File: src/core/nt1af_regs.svh
// Constants for the line activation controller: line signal codes,
// T-interface INFO codes and field widths.
// Assumes the line receiver and T receiver decode their signals into these codes.
//
// Overview of operation
// - On T deactivate, send INFO 0 and keep the line active.
// - While T deactivate is received, user activation is ignored.
// - Send INFO 2 indication when T activation starts or T frame is lost.
// - INFO 2 indication acknowledging T deactivate goes with INFO 0.
// - INFO 2 indication carries FEBE, Q1 to Q4 set, data all ones.
// - Training signal may replace INFO 2 indication when early FEBE is unneeded.
// - On loopback deactivate, release loopback 2 and keep the line active.
// - After loopback release, INFO 1 from user starts T activation.
// - Power down: no line signal, INFO 0, wait INFO 1 or awake.
// - On INFO 1 in power down, send awake and wait acknowledgement.
// - On awake acknowledgement, send awake only while syncing to training.
// - Once synchronized, send training and wait line active or loopback.
// - On line active, send INFO 2 and its indication, wait INFO 3.
// - On INFO 3, send receipt indication, wait normal operation first.
// - On normal operation signal, answer with normal operation and data.
`ifndef NT1AF_REGS_SVH
`define NT1AF_REGS_SVH

// Code widths
`define NT1AF_SIG_W    5
`define NT1AF_INFO_W   3

// Line signal codes (received and sent)
`define NT1AF_SIG_0    5'h00
`define NT1AF_SIG_1    5'h01
`define NT1AF_SIG_2A   5'h02
`define NT1AF_SIG_3    5'h03
`define NT1AF_SIG_4    5'h04
`define NT1AF_SIG_5    5'h05
`define NT1AF_SIG_6    5'h06
`define NT1AF_SIG_7    5'h07
`define NT1AF_SIG_8    5'h08
`define NT1AF_SIG_9    5'h09
`define NT1AF_SIG_10   5'h0a
`define NT1AF_SIG_11   5'h0b
`define NT1AF_SIG_13   5'h0d
`define NT1AF_SIG_14   5'h0e
`define NT1AF_SIG_15   5'h0f

// T-interface INFO codes
`define NT1AF_INFO_0   3'h0
`define NT1AF_INFO_1   3'h1
`define NT1AF_INFO_2   3'h2
`define NT1AF_INFO_3   3'h3
`define NT1AF_INFO_4   3'h4

// Control-channel field values
`define NT1AF_Q_ALL    4'hf
`define NT1AF_Q_NONE   4'h0
`define NT1AF_T_ALL    3'h7
`define NT1AF_T_NONE   3'h0

`endif

File: src/core/nt1af_pkg.sv
// Types for the line activation controller.
// Assumes nt1af_regs.svh is included by the users of this package.
package nt1af_pkg;

    // ****************************************
    // Controller states
    // ****************************************
    typedef enum logic [3:0] {
        PowerDown,     // NT 1.0
        AwakeInit,     // NT 1.1
        LineSync,      // NT 1.2
        Training,      // NT 1.3
        UniActivate,   // NT 1.4
        PendingAct,    // NT 1.5
        AccessActive,  // Normal operation
        TDeact,        // T interface held off by the LT
        Loop2,         // Loopback 2 operated
        Loop2Off       // Loopback 2 released, line active
    } nt1af_state_t;

    // ****************************************
    // Control-channel bits sent toward the LT
    // ****************************************
    typedef struct packed {
        logic       ai;        // Activation indication bit
        logic [3:0] q;         // Q1..Q4 bits
        logic [2:0] t;         // T1..T3 bits
        logic       febe;      // FEBE reporting on
        logic       dataOnes;  // 2B+D all ones
        logic       dataOp;    // 2B+D operational data
    } nt1af_ctrl_t;

endpackage : nt1af_pkg

File: src/core/nt1af_line_fsm.sv
// Activation and deactivation state machine of the network termination.
// Assumes received line signals and T-side INFO arrive as decoded codes,
// synchronous to clk, from the line and T receivers of this device.
`timescale 1ns/10ps
`default_nettype none
`include "nt1af_regs.svh"

module nt1af_line_fsm #(
    parameter bit EARLY_FEBE = 1'b1   // Use SIG 14 rather than SIG 5 in T activation
) (
    // Clock and reset
    input  wire logic                       clk,
    input  wire logic                       rst_n,
    // Line receiver side
    input  wire logic [`NT1AF_SIG_W-1:0]    rxSig,
    input  wire logic                       lineSynced,
    // T interface receiver side
    input  wire logic [`NT1AF_INFO_W-1:0]   rxInfo,
    input  wire logic                       tFrameLost,
    // Line transmitter side
    output logic [`NT1AF_SIG_W-1:0]         txSig,
    output nt1af_pkg::nt1af_ctrl_t          txCtrl,
    // T interface transmitter side
    output logic [`NT1AF_INFO_W-1:0]        txInfo,
    // Status
    output logic                            loop2On,
    output logic                            powerUp,
    output nt1af_pkg::nt1af_state_t         state
);

    // ****************************************
    // Decoded inputs
    // ****************************************
    logic gotSig1, gotSig3, gotSig4, gotSig6, gotSig7, gotSig9, gotSig13, gotSig15;
    logic gotInfo1, gotInfo3;
    assign gotSig1  = (rxSig == `NT1AF_SIG_1);
    assign gotSig3  = (rxSig == `NT1AF_SIG_3);
    assign gotSig4  = (rxSig == `NT1AF_SIG_4);
    assign gotSig6  = (rxSig == `NT1AF_SIG_6);
    assign gotSig7  = (rxSig == `NT1AF_SIG_7);
    assign gotSig9  = (rxSig == `NT1AF_SIG_9);
    assign gotSig13 = (rxSig == `NT1AF_SIG_13);
    assign gotSig15 = (rxSig == `NT1AF_SIG_15);
    assign gotInfo1 = (rxInfo == `NT1AF_INFO_1);
    assign gotInfo3 = (rxInfo == `NT1AF_INFO_3);

    // ****************************************
    // State transitions
    // ****************************************
    nt1af_pkg::nt1af_state_t state_q, state_d;

    // Next state from received signals
    always_comb begin
        state_d = state_q;
        if (gotSig1) begin
            state_d = nt1af_pkg::PowerDown;
        end else begin
            case (state_q)
                nt1af_pkg::PowerDown: begin
                    if (gotSig3) begin
                        state_d = nt1af_pkg::LineSync;
                    end else if (gotInfo1) begin
                        state_d = nt1af_pkg::AwakeInit;
                    end
                end
                nt1af_pkg::AwakeInit: begin
                    if (gotSig3) begin
                        state_d = nt1af_pkg::LineSync;
                    end
                end
                nt1af_pkg::LineSync: begin
                    if (lineSynced) begin
                        state_d = nt1af_pkg::Training;
                    end
                end
                nt1af_pkg::Training: begin
                    if (gotSig6) begin
                        state_d = nt1af_pkg::UniActivate;
                    end else if (gotSig9) begin
                        state_d = nt1af_pkg::Loop2;
                    end
                end
                nt1af_pkg::UniActivate: begin
                    if (gotSig4) begin
                        state_d = nt1af_pkg::Training;
                    end else if (gotSig13) begin
                        state_d = nt1af_pkg::TDeact;
                    end else if (gotInfo3) begin
                        state_d = nt1af_pkg::PendingAct;
                    end
                end
                nt1af_pkg::PendingAct: begin
                    if (gotSig4) begin
                        state_d = nt1af_pkg::Training;
                    end else if (gotSig13) begin
                        state_d = nt1af_pkg::TDeact;
                    end else if (gotSig7 && gotInfo3) begin
                        state_d = nt1af_pkg::AccessActive;
                    end
                end
                nt1af_pkg::AccessActive: begin
                    if (gotSig4) begin
                        state_d = nt1af_pkg::Training;
                    end else if (gotSig13) begin
                        state_d = nt1af_pkg::TDeact;
                    end else if (tFrameLost) begin
                        state_d = nt1af_pkg::UniActivate;
                    end
                end
                nt1af_pkg::TDeact: begin
                    // User INFO 1 is not looked at here
                    if (gotSig4) begin
                        state_d = nt1af_pkg::Training;
                    end else if (gotSig6) begin
                        state_d = nt1af_pkg::UniActivate;
                    end else if (gotSig9) begin
                        state_d = nt1af_pkg::Loop2;
                    end
                end
                nt1af_pkg::Loop2: begin
                    if (gotSig4) begin
                        state_d = nt1af_pkg::Training;
                    end else if (gotSig15) begin
                        state_d = nt1af_pkg::Loop2Off;
                    end
                end
                nt1af_pkg::Loop2Off: begin
                    if (gotSig4) begin
                        state_d = nt1af_pkg::Training;
                    end else if (gotSig9) begin
                        state_d = nt1af_pkg::Loop2;
                    end else if (gotSig6 || gotInfo1) begin
                        state_d = nt1af_pkg::UniActivate;
                    end
                end
                default: begin
                    state_d = nt1af_pkg::PowerDown;
                end
            endcase
        end
    end

    // ****************************************
    // Outputs per next state
    // ****************************************
    logic [`NT1AF_SIG_W-1:0]  txSig_d, txSig_q;
    logic [`NT1AF_INFO_W-1:0] txInfo_d, txInfo_q;
    nt1af_pkg::nt1af_ctrl_t   txCtrl_d, txCtrl_q;
    logic                     loop2On_d, loop2On_q, powerUp_d, powerUp_q;

    // Signal, INFO and control bits for the coming state
    always_comb begin
        txSig_d   = `NT1AF_SIG_0;
        txInfo_d  = `NT1AF_INFO_0;
        txCtrl_d  = '{ai: 1'b0, q: `NT1AF_Q_NONE, t: `NT1AF_T_NONE, febe: 1'b0, dataOnes: 1'b0, dataOp: 1'b0};
        loop2On_d = 1'b0;
        powerUp_d = 1'b1;
        case (state_d)
            nt1af_pkg::PowerDown: begin
                powerUp_d = 1'b0;
            end
            nt1af_pkg::AwakeInit: begin
                txSig_d   = `NT1AF_SIG_2A;
                powerUp_d = 1'b0;
            end
            nt1af_pkg::LineSync: begin
                txSig_d = `NT1AF_SIG_2A;
            end
            nt1af_pkg::Training: begin
                txSig_d = `NT1AF_SIG_5;
            end
            nt1af_pkg::UniActivate, nt1af_pkg::TDeact: begin
                if (EARLY_FEBE) begin
                    txSig_d       = `NT1AF_SIG_14;
                    txCtrl_d.q    = `NT1AF_Q_ALL;
                    txCtrl_d.febe = 1'b1;
                    txCtrl_d.dataOnes = 1'b1;
                end else begin
                    txSig_d = `NT1AF_SIG_5;
                end
                // INFO 2 inhibited while acknowledging T deactivate
                txInfo_d = (state_d == nt1af_pkg::TDeact) ? `NT1AF_INFO_0 : `NT1AF_INFO_2;
            end
            nt1af_pkg::PendingAct, nt1af_pkg::Loop2Off: begin
                txSig_d           = `NT1AF_SIG_8;
                txCtrl_d.ai       = 1'b1;
                txCtrl_d.q        = `NT1AF_Q_ALL;
                txCtrl_d.febe     = 1'b1;
                txCtrl_d.dataOnes = 1'b1;
                txInfo_d = (state_d == nt1af_pkg::PendingAct) ? `NT1AF_INFO_2 : `NT1AF_INFO_0;
            end
            nt1af_pkg::AccessActive: begin
                txSig_d         = `NT1AF_SIG_11;
                txCtrl_d.ai     = 1'b1;
                txCtrl_d.febe   = 1'b1;
                txCtrl_d.dataOp = 1'b1;
                txInfo_d        = `NT1AF_INFO_4;
            end
            nt1af_pkg::Loop2: begin
                txSig_d         = `NT1AF_SIG_10;
                txCtrl_d.ai     = 1'b1;
                txCtrl_d.t      = `NT1AF_T_ALL;
                txCtrl_d.febe   = 1'b1;
                txCtrl_d.dataOp = 1'b1;
                loop2On_d       = 1'b1;
            end
            default: begin
                powerUp_d = 1'b0;
            end
        endcase
    end

    // State and output registers
    always_ff @(posedge clk or negedge rst_n) begin
        if (!rst_n) begin
            state_q   <= nt1af_pkg::PowerDown;
            txSig_q   <= `NT1AF_SIG_0;
            txInfo_q  <= `NT1AF_INFO_0;
            txCtrl_q  <= '0;
            loop2On_q <= 1'b0;
            powerUp_q <= 1'b0;
        end else begin
            state_q   <= state_d;
            txSig_q   <= txSig_d;
            txInfo_q  <= txInfo_d;
            txCtrl_q  <= txCtrl_d;
            loop2On_q <= loop2On_d;
            powerUp_q <= powerUp_d;
        end
    end

    // Port drive
    assign state   = state_q;
    assign txSig   = txSig_q;
    assign txInfo  = txInfo_q;
    assign txCtrl  = txCtrl_q;
    assign loop2On = loop2On_q;
    assign powerUp = powerUp_q;
endmodule : nt1af_line_fsm
`default_nettype wire

File: config.mk
export PLATFORM = sky130hd
export DESIGN_NAME = nt1af_line_fsm
export DESIGN_NICKNAME = d
export VERILOG_FILES = /design/src/core/nt1af_pkg.sv /design/src/core/nt1af_line_fsm.sv
export VERILOG_INCLUDE_DIRS = /design/src /design/src/core
export SDC_FILE = /design/constraint.sdc
export NUM_CORES = 1
export LEC_CHECK = 0
export BUFFER_PORTS_ARGS = -buffer_cell sky130_fd_sc_hd__buf_4
export CAP_MARGIN = 15
export CORE_ASPECT_RATIO = 1.1
export CORE_MARGIN = 3
export CORE_UTILIZATION = 42
export CTS_BUF_LIST = sky130_fd_sc_hd__clkbuf_8 sky130_fd_sc_hd__clkbuf_16
export CTS_CLUSTER_DIAMETER = 100
export DETAILED_ROUTE_END_ITERATION = 10
export PLACE_DENSITY = 0.76
export SLEW_MARGIN = 5
export SYNTH_ARGS = -nofsm -noshare
export SYNTH_HDL_FRONTEND = slang
export SYNTH_SLANG_ARGS = --single-unit
File: constraint.sdc
create_clock -name clk -period 2.6 [get_ports clk]
set_input_delay 0.13 -clock clk [delete_from_list [all_inputs] [get_ports clk]]
set_output_delay 0.13 -clock clk [all_outputs]
set_load 0.02 [all_outputs]
### Word-level counts from Yosys, hierarchy flattened

Index checks and enable logic that the tools add are counted.

* register bits after elaboration: 25
* latch bits: 0
* bits in writable memories: 0
* memory bits (read-only): 0
* input port bits: 12
* output and inout bits: 25
* logic and storage cells: 85
* memories: 0

* add/subtract/negate cells: 0
* $mul: 0
* div/mod/pow operators: 0
* order comparisons: 0
* equality and inequality tests: 28
* shift operators: 0
* muxes and demuxes: 35
* bitwise logic cells: 0
* reduce and logical (&&, ||, !) cells: 11

Operators with widths (number)
* 2-to-1 mux 4 bit: 23
* one-hot mux 4 bit (10 select lines): 1
* == test 4 x 3 -> 1 bit, second input constant: 8
* one-hot mux 4 bit (6 select lines): 1
* == test 4 x 2 -> 1 bit, second input constant: 4
* == test 4 bit, second input constant: 4
* == test 5 x 3 -> 1 bit, second input constant: 3
* == test 5 x 4 -> 1 bit, second input constant: 3
* one-hot mux 3 bit (3 select lines): 1
* == test 4 x 1 -> 1 bit, second input constant: 2
* OR reduction 2 bit: 4
* OR reduction 4 bit: 2
* OR reduction 8 bit: 1
* 2-to-1 mux 1 bit: 6
* OR reduction 6 bit: 1
* == test 5 x 1 -> 1 bit, second input constant: 1
* == test 5 x 2 -> 1 bit, second input constant: 1
* zero test 4 bit: 1
* 2-to-1 mux 2 bit: 2
* == test 3 x 1 -> 1 bit, second input constant: 1
* == test 3 x 2 -> 1 bit, second input constant: 1
* 2-to-1 mux 3 bit: 1
* logical AND 1 bit: 1
* logical OR 1 bit: 1

### Longest topological paths before layout

Gate-level depths: netlist of the first run.

* depth after elaboration: 10
* depth in mapped cells: 9
* gate-level depth less buffers: 8

### Worst setup path after synthesis of the first run

Ideal clock, no wire load.

* path kind: reg2reg
* start: register state_q[3], in the netlist state[3]
* end: register txSig_q[0], in the netlist txSig[0]
* library setup time: 0.086 ns
* arrival: 2.003 ns
* data required time: 2.514 ns
* setup slack: 0.511 ns
* stages on the path, launching flop included: 9
* buffers on the path: 1
* clock period less this slack: 2.089 ns
* path through: dfrtp_1 > buf_6 > and2b_2 > nand2_1 > o31ai_2 > a41o_1 > nor3_4 > mux2_2 > nor3_1

* longest elaborated chain between the ends: 8
* elaborated cells on any way between the ends: 46
* those cells by class: eq/ne: 18; mux: 24; reduce/logical: 4

RTL lines
* start: declaration: RTL line nt1af_line_fsm.sv:50 `nt1af_pkg::nt1af_state_t state_q, state_d;`
* start signal: assignment: RTL line nt1af_line_fsm.sv:216 `state_q <= nt1af_pkg::PowerDown;`
* start signal: assignment: RTL line nt1af_line_fsm.sv:223 `state_q <= state_d;`
* 2-to-1 mux 4 bit, on equally long branches (3 in series)
* one-hot mux 4 bit (10 select lines) (*): RTL line nt1af_line_fsm.sv:58 `case (state_q)`
* 2-to-1 mux 4 bit (*): RTL line nt1af_line_fsm.sv:55 `if (gotSig1) begin`
* == test 4 x 3 -> 1 bit, or another cell as far along: RTL line nt1af_line_fsm.sv:158 `case (state_d)`
* OR reduction 2 bit, on equally long branches
* one-hot mux 4 bit (6 select lines) (*): RTL line nt1af_line_fsm.sv:158
* via txSig_d[0]: RTL line nt1af_line_fsm.sv:146 `` logic [`NT1AF_SIG_W-1:0] txSig_d, txSig_q; ``
* end signal: assignment: RTL line nt1af_line_fsm.sv:217 `` txSig_q <= `NT1AF_SIG_0; ``
* end signal: assignment: RTL line nt1af_line_fsm.sv:224 `txSig_q <= txSig_d;`
* end: declaration: RTL line nt1af_line_fsm.sv:146

Mark *: on every way through the listed nets, which the timed path passes. The rest lies on a longest branch.

### Worst setup path in the final report of the first run

Ends and elaborated chain as after synthesis.

==> metrics.md, run 1 <==
| Metric | Value |
|---|---|
| Outcome | completed |
| CTS tree | yes |
| Cell taking the most area after synthesis | dfrtp_1 |
| Routed vias | 953 |
| TNS Setup | 0 ns |
| Worst slew pin tran | 0.491 ns |
| Commonest non-fill, non-tap cells in the layout | buf_4, dfrtp_1, nor2_1 |
| Cell area after synthesis | approximately 1100 µm² |
| Area Overhead vs Synth | 21.6% |
| Syn. warnings | 0 |
| Routed WL | between 2000 and 3000 µm |
| Layout Skew | 0.00689 ns |
| Routability cong. | 0.823 |
| Post-DP Area | 1330 µm² |
| Largest cells by area after synthesis | dfrtp_1, buf_4, nand2b_4 |
| Crit-path cells | and2b_2 -> nand2_1 -> o31ai_2 -> a41o_1 -> nor3_4 -> mux2_2 -> nor3_1 |
| RSZ-0062 raised after global routing | false |
| CP max stage delay | 0.53 ns |
| Post-DP HPWL | roughly 2000 µm |
| Register area share after synthesis | 0.349 |
| Post-synth top area share | 0.349 |
| Die span in x | 55.8 µm |
| Commonest non-fill, non-tap cell in the layout | buf_4 |
| Number of global-route vias before repair | 863 |
| GRT Overall Usage | 0.154 |
| Avg Cell Area, Syn | 9.97 µm² |
| Max Clock Freq | 453 MHz |
| CP delay by family, top | simple AND/OR/NAND/NOR gates |
| Fraction of final layout cells sized beyond drive strength 1 | 0.394 |
| DR iter-0 viols | 31 |
| Rel. slew slack | 0.670 |
| Gr ovfl total | 0 |
| Clk sink count | 16 |
| # rows | 19 |
| Htree depth | 1 |
| Total core area | ~2500 µm² |
| CTS buffer count | 3 |
| Worst Path Buf+Inv | 0 |
| PortBufs | 34 |
| Max-slew violation count | 0 |
| ANT nets after route | 0 |
| Synth async-reset ratio | 1.00 |
| Cells after Synth | 115 |
| Post-synth EDFFs | 0 |
| Yosys cell types | 48 |
| Leak pwr | 0.665 nW |
| Clk_lat worst skew | 0.25 ns |
| Initial DRT Pass Iterations | 4 |
| Worst flop-to-flop path startpoint | state[3]$_DFF_PN0_ |
| Die height | roughly 60 µm |
| Die footprint | 3390 µm² |
| Inserted Diodes | 0 |
| Worst setup SP type | flip-flop |
| Fin crit period | 2.21 ns |
| Final core occ | 0.548 |
| Top_reg_cell synth | dfrtp_1 |
| Antenna violations before repair | 0 |
| Post-Layout Inst Area | 1390 µm² |
| Flops & latches, synth | 16 |
| Pwr Density | 742 nW/µm² |
| First-pass GRT wire length | 4240 µm |
| Final setup viols | 0 |
| I/O Pins | 37 |
| Worst hold-check path type | in2async |
| Post-CTS Setup Bufs | 0 |
| CP endpoint kind | flip-flop |
| CTS clk-pin slew, worst paths | 0.06 ns |
| Hold-fix buffers at CTS | 1 |
| Setup CP Type | reg2reg |
| Arrival @ worst endpoint | ~2.4 ns |
| Root cell of the clock tree | clkbuf_8 |
| Clock tree buffer depth | 2 |
| Max Fanout on Critical Path | 10 |
| Largest net degree at the start of global routing | 17 |
| Routed len/inst | 14.8 µm |
| Starting density of the core | 0.451 |
| DR DRC count | 0 |
| Crit path required time | roughly 2.8 ns |
| Maxcap violations | 0 |
| Final Hold Fails | 0 |
| VDD IR max | 940 µV |
| Vias per cell | ~5.5 |
| Post-layout nets | 155 |
| Slowest cell on crit path | dfrtp_1 |
| Period utilization | 0.849 |
| CP startpoint | state[3]$_DFF_PN0_ |
| Post-CTS sizing | 0 |
-- path summary, 6_finish.rpt --
check / endpoint / slack [ns] / depth (start not counted)
worst max-delay path: txSig[0]$_DFF_PN0_ / 0.39 / 7
min in group clk: txSig[1]$_DFF_PN0_ / 0.50 / 3
worst max register to register: txSig[0]$_DFF_PN0_ / 0.39 / 7
max in group asynchronous: state[3]$_DFF_PN0_ / 2.15 / 2
worst min-delay path: txCtrl[0]$_DFF_PN0_ / 0.27 / 2
worst min register to register: txSig[1]$_DFF_PN0_ / 0.98 / 2
-- stage by stage --
step | hold slack, ns | setup slack [ns] | power [mW] | std cells
2_1_floorplan | -0.166 | 0.511 | 0.695 | 116
3_3_place_gp | -0.00692 | 0.394 | 0.819 | 168
3_5_place_dp | -0.00218 | 0.417 | 0.821 | 168
4_1_cts | 0.275 | 0.392 | 1.04 | 173
5_1_grt | 0.291 | 0.232 | 1.10 | 173
6_report | 0.267 | 0.394 | 1.03 | 173
-- per-layer routing --
layer	track usage	share of wire
met5	0	0
met4	0.0104	0
met3	0.0319	0.070
met2	0.272	0.51
met1	0.207	0.42
-- cell type report --
type / count / area, µm²
multi-input cells: 82 / 616
well taps: 31 / 38.8
fillers: 222 / 1150
clock buffers: 4 / 55.1
repair buffers: 35 / 265
flip-flops and latches: 16 / 400
inverters: 5 / 18.8
-- cells in the mapped netlist, drive strengths merged (2+ instances only) --
cell type and n:
dfrtp 16, buf 12, nor2 8, o21ai 6, a21oi 5, inv 5
nand2 5, nor3 4, nand2b 3, nand3 3, nand4 3, nand4b 3
nor3b 3, nor4 3, or2 3, a31oi 2, and2 2, mux2 2
nand3b 2, nor2b 2, o31ai 2, or3 2, xnor2 2
-- flip-flops by register name, indices dropped and copies added (netlist names) --
name     count
powerUp      1
state        4
txCtrl       5
txInfo       2
txSig        4
-- cell families after synthesis --
family / Yosys count / share of synthesized area
muxes: 3 / 0.0284
AOI/OAI and AO/OA: 25 / 0.163
DFF: 16 / 0.349
xor gates and xnor gates: 2 / 0.0153
buffers and inverters: 18 / 0.117
other: 1 / 0.00327
and+or+nand+nor: 50 / 0.324
-- where the power goes --
group,leakage (nW),switching [mW],total (mW),internal [mW]
clock,0.0288,0.0804,0.215,0.134
combinational,0.420,0.255,0.468,0.213
sequential,0.216,0.0570,0.352,0.295
Note: power is estimated with default switching activity, not from simulation.
==> inputs of run 2 (changes only) <==
--- a/config.mk
+++ b/config.mk
@@ -6,6 +6,7 @@
 export SDC_FILE = /design/constraint.sdc
 export NUM_CORES = 1
 export LEC_CHECK = 0
+export ABC_AREA = 1
 export BUFFER_PORTS_ARGS = -buffer_cell sky130_fd_sc_hd__buf_4
 export CAP_MARGIN = 15
 export CORE_ASPECT_RATIO = 1.1
@@ -14,7 +15,7 @@
 export CTS_BUF_LIST = sky130_fd_sc_hd__clkbuf_8 sky130_fd_sc_hd__clkbuf_16
 export CTS_CLUSTER_DIAMETER = 100
 export DETAILED_ROUTE_END_ITERATION = 10
-export PLACE_DENSITY = 0.76
+export PLACE_DENSITY = 0.78
 export SLEW_MARGIN = 5
 export SYNTH_ARGS = -nofsm -noshare
 export SYNTH_HDL_FRONTEND = slang
==> constraint.sdc (replaced) <==
create_clock -name clk -period 2 [get_ports clk]
set_input_delay 0.1 -clock clk [delete_from_list [all_inputs] [get_ports clk]]
set_output_delay 0.1 -clock clk [all_outputs]
set_load 0.02 [all_outputs]
==> metrics.md, run 2 <==
| Metric | Value |
|---|---|
| Outcome | completed |
| Pwr Density | 1240 nW/µm² |
| Number of global-route vias before repair | 1209 |
| Fillers | 270 |
| Largest net degree at the start of global routing | 17 |
| CTS buffer count | 3 |
| Clock power frac | 0.139 |
| Post-DP Area | 1490 µm² |
| Cells after Synth | 195 |
| Post-DP HPWL | 2430 µm |
| Top_reg_cell synth | dfrtp_1 |
| Area Overhead vs Synth | 26.8% |
| Switching Fraction | 0.469 |
| Worst hold-check path type | in2async |
| Most frequent cell after synthesis | nand2_1 |
| ANT nets after route | 0 |
| Leak pwr | between 0.9 and 1 nW |
| Total core area | approximately 2800 µm² |
| Fraction of final layout cells sized beyond drive strength 1 | 0.323 |
| Flops & latches, synth | 16 |
| Period utilization | 0.905 |
| Clock tree buffer depth | 2 |
| Final Hold Fails | 0 |
| Worst hold slack | 0.246 ns |
| Setup CP Type | reg2reg |
| Flop pwr share | 0.262 |
| CP endpoint kind | flip-flop |
| Commonest non-fill, non-tap cell in the layout | buf_4 |
| Clk_lat worst skew | 0.24 ns |
| Die span in x | 58.3 µm |
| Yosys cell types | 24 |
| FF+latch area | 405 µm² |
| Routed len/inst | 11.7 µm |
| Routed vias | 1306 |
| # rows | 20 |
| DR DRC count | 0 |
| Post-Layout Inst Area | about 1600 µm² |
| Max Fanout on Critical Path | 8 |
| PortBufs | 34 |
| Starting density of the core | 0.447 |
| Crit path required time | 2.12 ns |
| Final setup viols | 0 |
| VDD IR max | 752 µV |
| Multiplexer share of the synthesized area | 0 |
| I/O Pins | 37 |
| Fin crit period | 1.81 ns |
| Synth async-reset ratio | 1.00 |
| Largest cells by area after synthesis | dfrtp_1, nand2_1, nand3_1 |
| First-pass GRT wire length | 5000 µm |
| Int Pwr | approximately 1.1 mW |
| Final non-filler cell total | 262 |
| P_sw | 931 µW |
| Avg Cell Area, Syn | 6.48 µm² |
| Footprint of the multi-input gates | between 600 and 700 µm² |
| Register area share after synthesis | 0.317 |
| Gr ovfl total | 0 |
| Max FFs per register | 5 |
| Syn. warnings | 0 |
| Htree depth | 1 |
| TNS Setup | 0 ns |
| Max-slew violation count | 0 |
| Post-synth top area share | 0.317 |
| Cell area after synthesis | between 1000 and 1500 µm² |
| Cell taking the most area after synthesis | dfrtp_1 |
| Routability cong. | 0.975 |
| Largest family of logic cells by synthesized area | simple AND/OR/NAND/NOR gates |
| Logic gate share of total power | 0.598 |
| Post-synthesis xor/xnor area fraction | 0 |
| Arrival @ worst endpoint | between 1.5 and 2 ns |
| Die height | 63.5 µm |
| Final core occ | 0.567 |
| Setup WS pre-CTS | 0.0489 ns |
| Final Power | about 2.0 mW |
| Clk sink count | 16 |
| List of most frequent post-synthesis cells | nand2_1, inv_1, nor2_1 |
| Cells after DPL | 254 |
| CTS tree | yes |
| Layout Skew | 0.000797 ns |
| Vias per cell | 4.98 |
| Post-layout nets | approximately 240 |
| Synth Area in Adders | 0 |
| Routed WL | 3050 µm |
| Max Clock Freq | 553 MHz |
| DR iter-0 viols | 52 |
| CTS clk-pin slew, worst paths | 0.06 ns |
| Maxcap violations | 0 |
| Antenna violations before repair | 0 |
| Synth Area in Compound Gates | 0.101 |
| Simple-Gate Fraction of Synth Area | 0.404 |
| Commonest non-fill, non-tap cells in the layout | buf_4, nand2_1, inv_1 |
| Root cell of the clock tree | clkbuf_8 |
| GRT Overall Usage | 0.169 |
| Initial DRT Pass Iterations | 4 |
| Inserted Diodes | 0 |
| Post-synth EDFFs | 0 |
| Worst setup SP type | flip-flop |
| Post-route setup slack | ~0.19 ns |
| Die footprint | 3700 µm² |
-- run 2: routing by layer --
layer | GRT usage | wire, µm | share of wire | vias up
met5 | 0 | 0 | 0 | -
met3 | 0.00820 | 218 | 0.071 | 7
met1 | 0.200 | 1260 | 0.41 | 570
met2 | 0.304 | 1510 | 0.49 | 63
met4 | 0.0754 | 65 | 0.021 | 0
li1 | - | - | - | 666
-- run 2: power by group through the flow --
stage | combinational [mW] | clock, mW | sequential, mW
finish | 1.19 | 0.276 | 0.521
global route | 1.32 | 0.294 | 0.529
CTS | 1.11 | 0.282 | 0.501
detailed placement | 1.11 | 0 | 0.507
global placement | 1.10 | 0 | 0.500
floorplan | 0.690 | 0 | 0.595
-- run 2: cells by family (layout without fill, tap and decap cells) --
kind of cell | after synthesis | after routing
and+or+nand+nor | 111 | 111
buffers and inverters | 47 | 80
other | 1 | 2
DFF | 16 | 16
AOI/OAI and AO/OA | 20 | 20
-- run 2: worst max-delay path: stages (launching register included) --
cell	delay, ns
dfrtp_2	0.48
nor2_2	0.18
nand2_1	0.09
o21ai_0	0.18
nand2_1	0.11
nand3_1	0.09
nor2_1	0.05
nand2_1	0.09
nand2_1	0.08
nand2_1	0.08
inv_2	0.05
nor2_2	0.14
nand3_1	0.08
-- run 2: cell type report --
class,instances,area share
repair buffers,40,0.189
clock buffers,4,0.0343
flip-flops and latches,16,0.253
inverters,36,0.0843
well taps,33,0.0258
multi-input cells,133,0.414
-- run 2: repair_timing --
| action | in CTS | in global routing |
|---|---|---|
| buffers inserted | 0 | 3 |
| hold endpoints to repair | 16 | 0 |
| hold buffers | 1 | 0 |
| gates resized for setup | 0 | 10 |
| endpoints found under the setup margin | 0 | 6 |
-- run 2: final timing paths --
kind | startpoint | end | slack, ns | cells past startpoint
setup / recovery | state[1]$_DFF_PN0_ | txSig[1]$_DFF_PN0_ | 0.19 | 12
hold / removal | rst_n | txInfo[2]$_DFF_PN0_ | 0.25 | 2
setup reg to reg | state[1]$_DFF_PN0_ | txSig[1]$_DFF_PN0_ | 0.19 | 12
hold reg to reg | state[3]$_DFF_PN0_ | state[3]$_DFF_PN0_ | 0.81 | 2
max in group asynchronous | rst_n | state[2]$_DFF_PN0_ | 1.57 | 2
min in group clk | rxSig[2] | state[1]$_DFF_PN0_ | 0.40 | 5
